$ cat config.mk
export PLATFORM = sky130hd
export DESIGN_NAME = dso_top
export DESIGN_NICKNAME = d
export VERILOG_FILES = /design/src/dso_pkg.sv /design/src/dso_ind_if.sv /design/src/dso_out_mux.sv /design/src/dso_top.sv
export VERILOG_INCLUDE_DIRS = /design/src
export SDC_FILE = /design/constraint.sdc
export NUM_CORES = 1
export LEC_CHECK = 0
export ABC_AREA = 0
export BUFFER_PORTS_ARGS = -buffer_cell sky130_fd_sc_hd__buf_4
export CORE_ASPECT_RATIO = 0.6
export CORE_MARGIN = 2
export CORE_UTILIZATION = 40
export DETAILED_ROUTE_END_ITERATION = 10
export HOLD_SLACK_MARGIN = 0.05
export PLACE_DENSITY = 0.69
export REMOVE_ABC_BUFFERS = 1
export SLEW_MARGIN = 40
export SYNTH_ARGS = -nofsm -noshare
export SYNTH_HDL_FRONTEND = slang
export SYNTH_SLANG_ARGS = --single-unit
$ cat constraint.sdc
create_clock -name clk -period 2.8 [get_ports clk]
set_clock_uncertainty 0.2 [all_clocks]
set_input_delay 0.56 -clock clk [delete_from_list [all_inputs] [get_ports clk]]
set_output_delay 0.56 -clock clk [all_outputs]
set_load 0.05 [all_outputs]
$ cat src/dso_regs.svh
`ifndef DSO_REGS_SVH
`define DSO_REGS_SVH

// ====================================================================
// Register map, byte addresses on the APB bus.
`define DSO_A_THR      8'h00
`define DSO_A_LOWI     8'h04
`define DSO_A_SEL0     8'h08
`define DSO_A_SELRY    8'h1C
`define DSO_A_STAT     8'h20
`define DSO_A_STEP     8'h04

// ====================================================================
// Field layout and limits.
`define DSO_THR_MAX    8'hC8
`define DSO_THR_RST    8'h64
`define DSO_LVL_MAX    8'h96
`define DSO_LVL_RST    8'h00
`define DSO_MODE_BIT   8
`define DSO_SEL_RST    6'h00
`define DSO_NOUT       6
`define DSO_NTERM      5
`define DSO_RELAY      5

// ====================================================================
// Function-selection codes.
`define DSO_C_HOT      6'h2A
`define DSO_C_LOWI     6'h2B
`define DSO_C_RDY      6'h32
`define DSO_C_FWD      6'h33
`define DSO_C_REV      6'h34
`define DSO_C_MAJ      6'h35

// ====================================================================
// Indication positions in the indication vector.
`define DSO_I_HOT      0
`define DSO_I_LOWI     1
`define DSO_I_RDY      2
`define DSO_I_FWD      3
`define DSO_I_REV      4
`define DSO_I_MAJ      5

// ====================================================================
// Hardware trip codes that count as a major failure.
`define DSO_E_CT       8'h0A
`define DSO_E_CPU      8'h0B
`define DSO_E_GND      8'h0E
`define DSO_E_FAN      8'h14
`define DSO_E_GATE     8'h17
`define DSO_E_MAIN     8'h19

`endif

$ cat src/dso_pkg.sv
`default_nettype none
`include "dso_regs.svh"

package dso_pkg;

  // ==================================================================
  // Types shared by the block.
  typedef logic [5:0] dso_sel_t;
  typedef logic [5:0] dso_ind_t;
  typedef enum logic {DSO_LC_ANY = 1'b0, DSO_LC_CONST = 1'b1} dso_lc_mode_t;

  // Map a selection code onto one indication; unknown codes give low.
  function automatic logic dso_pick(dso_ind_t ind, dso_sel_t code);
    logic r;
    r = 1'b0;
    unique case (code)
      `DSO_C_HOT:  r = ind[`DSO_I_HOT];
      `DSO_C_LOWI: r = ind[`DSO_I_LOWI];
      `DSO_C_RDY:  r = ind[`DSO_I_RDY];
      `DSO_C_FWD:  r = ind[`DSO_I_FWD];
      `DSO_C_REV:  r = ind[`DSO_I_REV];
      `DSO_C_MAJ:  r = ind[`DSO_I_MAJ];
      default:     r = 1'b0;
    endcase
    return r;
  endfunction

endpackage

`default_nettype wire

$ cat src/dso_ind_if.sv
`default_nettype none
`include "dso_regs.svh"

// ====================================================================
// Indications and selections travelling to the output router.
interface dso_ind_if;
  import dso_pkg::*;
  dso_ind_t                      ind;
  dso_sel_t [`DSO_NOUT-1:0]      sel;
  logic     [`DSO_NOUT-1:0]      out_q;

  modport src  (output ind, output sel, input out_q);
  modport sink (input ind, input sel, output out_q);
endinterface

`default_nettype wire

$ cat src/dso_out_mux.sv
`default_nettype none
`include "dso_regs.svh"

module dso_out_mux
  import dso_pkg::*;
(
  // Clock and reset.
  input wire logic clk,
  input wire logic rst,
  // Indications in, routed outputs back.
  dso_ind_if.sink  ifc
);

  // ==================================================================
  // Each output registers the indication its own code names, so a
  // change of code takes effect one cycle later without glitches.
  always_ff @(posedge clk)
  begin
    if (rst)
    begin
      ifc.out_q <= '0;
    end
    else
    begin
      for (int i = 0; i < `DSO_NOUT; i++)
      begin
        ifc.out_q[i] <= dso_pick(ifc.ind, ifc.sel[i]);
      end
    end
  end

endmodule

`default_nettype wire

$ cat src/dso_top.sv
`default_nettype none
`include "dso_regs.svh"

module dso_top
  import dso_pkg::*;
(
  // Clock and reset.
  input  wire logic        clk,
  input  wire logic        rst,
  // APB slave.
  input  wire logic        psel,
  input  wire logic        penable,
  input  wire logic        pwrite,
  input  wire logic [7:0]  paddr,
  input  wire logic [31:0] pwdata,
  output var  logic [31:0] prdata,
  output var  logic        pready,
  output var  logic        pslverr,
  // Drive state.
  input  wire logic [7:0]  heatsink_temp,
  input  wire logic [15:0] out_current,
  input  wire logic        drive_running,
  input  wire logic        drive_forward,
  input  wire logic        drive_reverse,
  input  wire logic        drive_stopping,
  input  wire logic        const_speed,
  input  wire logic        main_power_ok,
  input  wire logic        trip_active,
  input  wire logic [7:0]  trip_code,
  input  wire logic        run_cmd,
  // Terminals.
  output var  logic        cmd_accept,
  output var  logic        alarm_out,
  output var  logic [4:0]  term_out,
  output var  logic        relay_out
);

  // ==================================================================
  // Settings and bus state.
  logic [7:0]   overheat_threshold_setting_q;
  logic [7:0]   low_current_level_setting_q;
  dso_lc_mode_t low_current_mode_setting_q;
  dso_sel_t     sel_q [`DSO_NOUT];
  logic [31:0]  prdata_q;
  logic         cmd_accept_q;
  logic         alarm_q;
  logic         acc;
  logic         wr;
  logic         mapped;
  logic         is_sel;
  logic [2:0]   sel_idx;
  logic [7:0]   sel_off;
  dso_ind_t     ind;

  // Indication wires.
  logic heatsink_overheat_warn;
  logic low_current_ind;
  logic drive_ready_ind;
  logic forward_rotation_ind;
  logic reverse_rotation_ind;
  logic major_failure_ind;

  dso_ind_if ifc ();

  // ==================================================================
  // Address decode: the selection registers form one aligned run.
  always_comb
  begin
    sel_off = paddr - `DSO_A_SEL0;
    is_sel  = (paddr >= `DSO_A_SEL0) && (paddr <= `DSO_A_SELRY)
              && (paddr[1:0] == 2'h0);
    sel_idx = sel_off[4:2];
    mapped  = is_sel || (paddr == `DSO_A_THR) || (paddr == `DSO_A_LOWI)
              || (paddr == `DSO_A_STAT);
  end

  // Zero-wait slave; unmapped addresses answer with an error.
  assign acc     = psel && penable;
  assign wr      = acc && pwrite;
  assign pready  = 1'b1;
  assign pslverr = acc && !mapped;
  assign prdata  = prdata_q;

  // Read data is captured in the setup phase so it is ready at once.
  always_ff @(posedge clk)
  begin
    if (rst)
    begin
      prdata_q <= 32'h0000_0000;
    end
    else if (psel && !penable && !pwrite)
    begin
      prdata_q <= 32'h0000_0000;
      if (paddr == `DSO_A_THR)
      begin
        prdata_q[7:0] <= overheat_threshold_setting_q;
      end
      else if (paddr == `DSO_A_LOWI)
      begin
        prdata_q[7:0]           <= low_current_level_setting_q;
        prdata_q[`DSO_MODE_BIT] <= low_current_mode_setting_q;
      end
      else if (is_sel)
      begin
        prdata_q[5:0] <= sel_q[sel_idx];
      end
      else if (paddr == `DSO_A_STAT)
      begin
        prdata_q[11:0] <= {ifc.out_q, ind};
      end
    end
  end

  // ==================================================================
  // Threshold writes saturate so the stored value stays in range.
  // threshold 0..200
  always_ff @(posedge clk)
  begin
    if (rst)
    begin
      overheat_threshold_setting_q <= `DSO_THR_RST;
    end
    else if (wr && paddr == `DSO_A_THR)
    begin
      overheat_threshold_setting_q <=
        (pwdata[7:0] > `DSO_THR_MAX) ? `DSO_THR_MAX : pwdata[7:0];
    end
  end

  // Low-current level in hundredths of rated current, plus the mode.
  // level to 1.50
  always_ff @(posedge clk)
  begin
    if (rst)
    begin
      low_current_level_setting_q <= `DSO_LVL_RST;
      low_current_mode_setting_q  <= DSO_LC_ANY;
    end
    else if (wr && paddr == `DSO_A_LOWI)
    begin
      low_current_level_setting_q <=
        (pwdata[7:0] > `DSO_LVL_MAX) ? `DSO_LVL_MAX : pwdata[7:0];
      low_current_mode_setting_q  <=
        dso_lc_mode_t'(pwdata[`DSO_MODE_BIT]);
    end
  end

  // One selection register per output terminal and for the relay.
  // individual selections
  always_ff @(posedge clk)
  begin
    if (rst)
    begin
      for (int i = 0; i < `DSO_NOUT; i++)
      begin
        sel_q[i] <= `DSO_SEL_RST;
      end
    end
    else if (wr && is_sel)
    begin
      sel_q[sel_idx] <= pwdata[5:0];
    end
  end

  // ==================================================================
  // Indications are pure levels from present inputs and settings.
  // overheat compare
  assign heatsink_overheat_warn =
    heatsink_temp > overheat_threshold_setting_q;

  assign low_current_ind = drive_running
    && (out_current <= {8'h00, low_current_level_setting_q})
    && ((low_current_mode_setting_q == DSO_LC_ANY) || const_speed);

  // Tripped or unpowered main circuit cannot take a run command.
  // ready level
  assign drive_ready_ind = main_power_ok && !trip_active;

  // Deceleration to stop counts as stopping, not as driving.
  // forward drive
  assign forward_rotation_ind = drive_running && drive_forward
    && !drive_reverse && !drive_stopping;

  assign reverse_rotation_ind = drive_running && drive_reverse
    && !drive_forward && !drive_stopping;

  assign major_failure_ind = trip_active
    && ((trip_code == `DSO_E_CT)   || (trip_code == `DSO_E_CPU)
     || (trip_code == `DSO_E_GND)  || (trip_code == `DSO_E_FAN)
     || (trip_code == `DSO_E_GATE) || (trip_code == `DSO_E_MAIN));

  always_comb
  begin
    ind                = '0;
    ind[`DSO_I_HOT]    = heatsink_overheat_warn;
    ind[`DSO_I_LOWI]   = low_current_ind;
    ind[`DSO_I_RDY]    = drive_ready_ind;
    ind[`DSO_I_FWD]    = forward_rotation_ind;
    ind[`DSO_I_REV]    = reverse_rotation_ind;
    ind[`DSO_I_MAJ]    = major_failure_ind;
  end

  // ==================================================================
  // Routing to the terminals goes through one registered stage.
  assign ifc.ind = ind;

  always_comb
  begin
    for (int i = 0; i < `DSO_NOUT; i++)
    begin
      ifc.sel[i] = sel_q[i];
    end
  end

  dso_out_mux u_mux (
    .clk (clk),
    .rst (rst),
    .ifc (ifc.sink)
  );

  assign term_out  = ifc.out_q[`DSO_NTERM-1:0];
  assign relay_out = ifc.out_q[`DSO_RELAY];

  // ==================================================================
  // Run commands pass only while ready; others are dropped, not kept.
  // command gating
  always_ff @(posedge clk)
  begin
    if (rst)
    begin
      cmd_accept_q <= 1'b0;
    end
    else
    begin
      cmd_accept_q <= run_cmd && drive_ready_ind;
    end
  end

  // Ordinary alarm follows any trip, registered like the terminals.
  // alarm together
  always_ff @(posedge clk)
  begin
    if (rst)
    begin
      alarm_q <= 1'b0;
    end
    else
    begin
      alarm_q <= trip_active;
    end
  end

  assign cmd_accept = cmd_accept_q;
  assign alarm_out  = alarm_q;
endmodule

`default_nettype wire

==> impl_metrics.yaml <==
run_status:
  status: "finished, final reports clean"
worst_setup_path:
  end_kind: "output port"
  crit_end: "pslverr"
  r2r_cells: 9
  crit_fanout: 24
  r2r_start: "overheat_threshold_setting_q[1]"
  r2r-end: "u_mux.ifc.out_q[5]"
  worstPathRequired_ps: 2040
  crit_type: "in2out"
  critPathLaunch: "paddr[2]"
  worst-endpoint-arrival_ps: 1870
  start_kind: "input pin"
  worst-r2r-setup-slack_ps: 210
synthesis:
  synth_edf_count: 36
  synth_ff_type: "dfxtp_1"
  synth_cell_type_count: 73
  async_flop_share_pct: 0
  synth.largest_area_cell: "edfxtp_1"
  ys_top_cells_by_count: "38 x and2_1, 37 x dfxtp_1, 37 x nand2_1"
  synth_area_um2: 4681
  seq_area_frac_synth_pct: 38.92
  synthTopCellsByArea: "edfxtp_1 23%, dfxtp_1 16%, and2_1 5.1%"
  synth.most_common_cell: "and2_1"
  syn_inst: 497
  synth_top_area_share_pct: 23.10
  synth_warnings: 0
  avgSynthCellArea_um2: 9.418
  ys_ff_latch: 73
layout:
  area_growth_pct: 23.84
  fin_nets: 690
  drive_gt1_share_pct: 25.59
  antennaDiodeCount: 0
drt:
  ant_nets: 0
  viasPerCell: 5.800
  drtPass1Iterations: 5
  drtIter0Drc: 448
  drc: 0
  vias: 4373
  wl_um: 14550
  avgRoutedWirePerCell_um: 19.30
timing:
  finalSetupTns_ps: 0
  finalCriticalPeriod_ps: 2625
  hold_slack_ps: 263.2
  timing.final.crit_share_pct: 93.76
  rsz0062_at_grt: "false"
  hold_violations: 0
  finalMaxSlewViolations: 0
  slew_headroom_pct: 57.38
  setup_violations: 0
  max_freq_mhz: 380.9
  max_slew.worst_pin.slew_ps: 638.6
floorplan:
  die_x_um: 143.7
  die_h_um: 87.79
  die_area_um2: 12610
  core-area_um2: 11340
  io_pins: 127
  start_util_pct: 41.29
  rows: 30
place:
  portBuffers: 82
  gp_congestion: 0.9649
  dp_hpwl_um: 11210
grt:
  grt_max_degree: 25
  grt_pass1_wl_um: 21890
  overflow: 0
  first_global_vias: 4080
  grt.total_usage_pct: 23.43
  antenna_found_initial: 0
cts:
  cts.sinks: 73
  path_clk_slew_ps: 50
  post_cts_resized: 0
  insertion_delay_ps: 340
  cts_made_buffers: 9
  cts_tree: "yes"
  cts_root_buffer: "clkbuf_16"
  clock_path_buffers: 2
  htree_levels: 3
  post-cts-setup-buffer-count: 0
  holdBufCountCts: 0
power_and_ir_drop:
  p_leak_uw: 0.002323
  irDropWorstVdd_mv: 0.3395
  power.density_nw_per_um2: 482.2
flow_run:
  max-cap-violations: 0
worst_hold_path:
  hp-class: "in2reg"
[cells in the final DEF (no fill, tap or decap), drive strengths merged, types with 5 or more instances in the layout]
| master | synthesis | routed |
|---|---|---|
| a2111oi | 5 | 5 |
| nor2b | 10 | 10 |
| and2 | 38 | 38 |
| edfxtp | 36 | 36 |
| nor3 | 13 | 13 |
| a22oi | 7 | 7 |
| nand3 | 16 | 16 |
| nand2 | 39 | 39 |
| mux4 | 5 | 5 |
| o211ai | 6 | 6 |
| and3 | 10 | 10 |
| a221oi | 8 | 8 |
| buf | 31 | 107 |
| xor2 | 5 | 5 |
| clkbuf | 14 | 15 |
| mux2 | 5 | 5 |
| conb | 2 | 21 |
| nor2 | 20 | 20 |
| mux2i | 7 | 7 |
| nand3b | 8 | 8 |
| a31oi | 11 | 11 |
| a21oi | 28 | 28 |
| nor4 | 5 | 5 |
| inv | 28 | 28 |
| dfxtp | 37 | 37 |
| ha | 16 | 16 |
| o21ai | 15 | 15 |
| nand4 | 7 | 7 |
| nor3b | 9 | 9 |
[worst min-delay path by stage]
| stage | end | slack [ps] | depth (start not counted) | from |
|---|---|---|---|---|
| after floorplan | low_current_level_setting_q[5] | 240 | 2 | low_current_level_setting_q[5] |
| after global placement | prdata[11] | 250 | 2 | prdata[11] |
| final | cmd_accept | 260 | 2 | run_cmd |
| after CTS | cmd_accept | 260 | 2 | run_cmd |
| after detailed placement | prdata[10] | 260 | 2 | prdata[10] |
| after global routing | cmd_accept | 270 | 2 | run_cmd |
[cell type report]
| cell class | instances | area, um2 |
|---|---|---|
| inverters | 28 | 105.1 |
| repair buffers | 107 | 803.3 |
| flip-flops and latches | 73 | 1822 |
| clock buffers | 15 | 304.0 |
| fillers | 1079 | 5539 |
| multi-input cells | 370 | 2557 |
| well taps | 160 | 200.2 |
| clock inverters | 1 | 5.005 |
[per-stage QoR]
step / cell area [um2] / power, uW / instances / utilization (%) / setup WS [ps]
after floorplan: 4484 / 1434 / 471 / - / 82.35
after global placement: 5488 / 1623 / 738 / 48.41 / 92.61
after detailed placement: 5488 / 1634 / 738 / 48.41 / 68.26
after CTS: 5797 / 2795 / 754 / 51.14 / 224.2
after global routing: 5797 / 2878 / 754 / 51.14 / 59.03
final: 5797 / 2795 / 754 / 51.14 / 174.7
[flip-flops by register name (all words and copies together) (netlist names)]
register,flops
alarm_out,1
cmd_accept,1
low_current_level_setting_q,8
low_current_mode_setting_q,1
overheat_threshold_setting_q,8
prdata,12
sel_q,36
u_mux.ifc.out_q,6
[critical path, stage by stage]
cell and delay (ps):
buf_4 200, nor3_1 460, and3_1 350, nor3_1 90, buf_4 190
[cells by family (layout without fill, tap and decap cells)]
kind of cell	count (synthesis)	after routing	synth area share [%]
fa+ha+maj	16	16	4.277
other cells	2	21	0.1604
flops	73	73	38.92
xor+xnor	6	6	1.123
simple gates	201	201	26.20
mux	17	17	5.106
compound gates	109	109	16.25
buf+inv	73	151	7.966
[report_power, final]
| part | internal, uW | switching [uW] | leakage [uW] |
|---|---|---|---|
| Clock | 742 | 431 | 0.000154 |
| Combinational | 160 | 263 | 0.00153 |
| Sequential | 1160 | 44.6 | 0.000641 |
| Total | 2060 | 738 | 0.00232 |
[per-layer routing]
layer	up-vias	global-route usage, %	share of wire, %
li1	1980	-	-
met1	2083	34.63	46
met2	281	33.42	39
met3	29	7.108	13
met4	0	5.704	1.5
met5	-	0	0
Note: power is estimated with default switching activity, not from simulation.
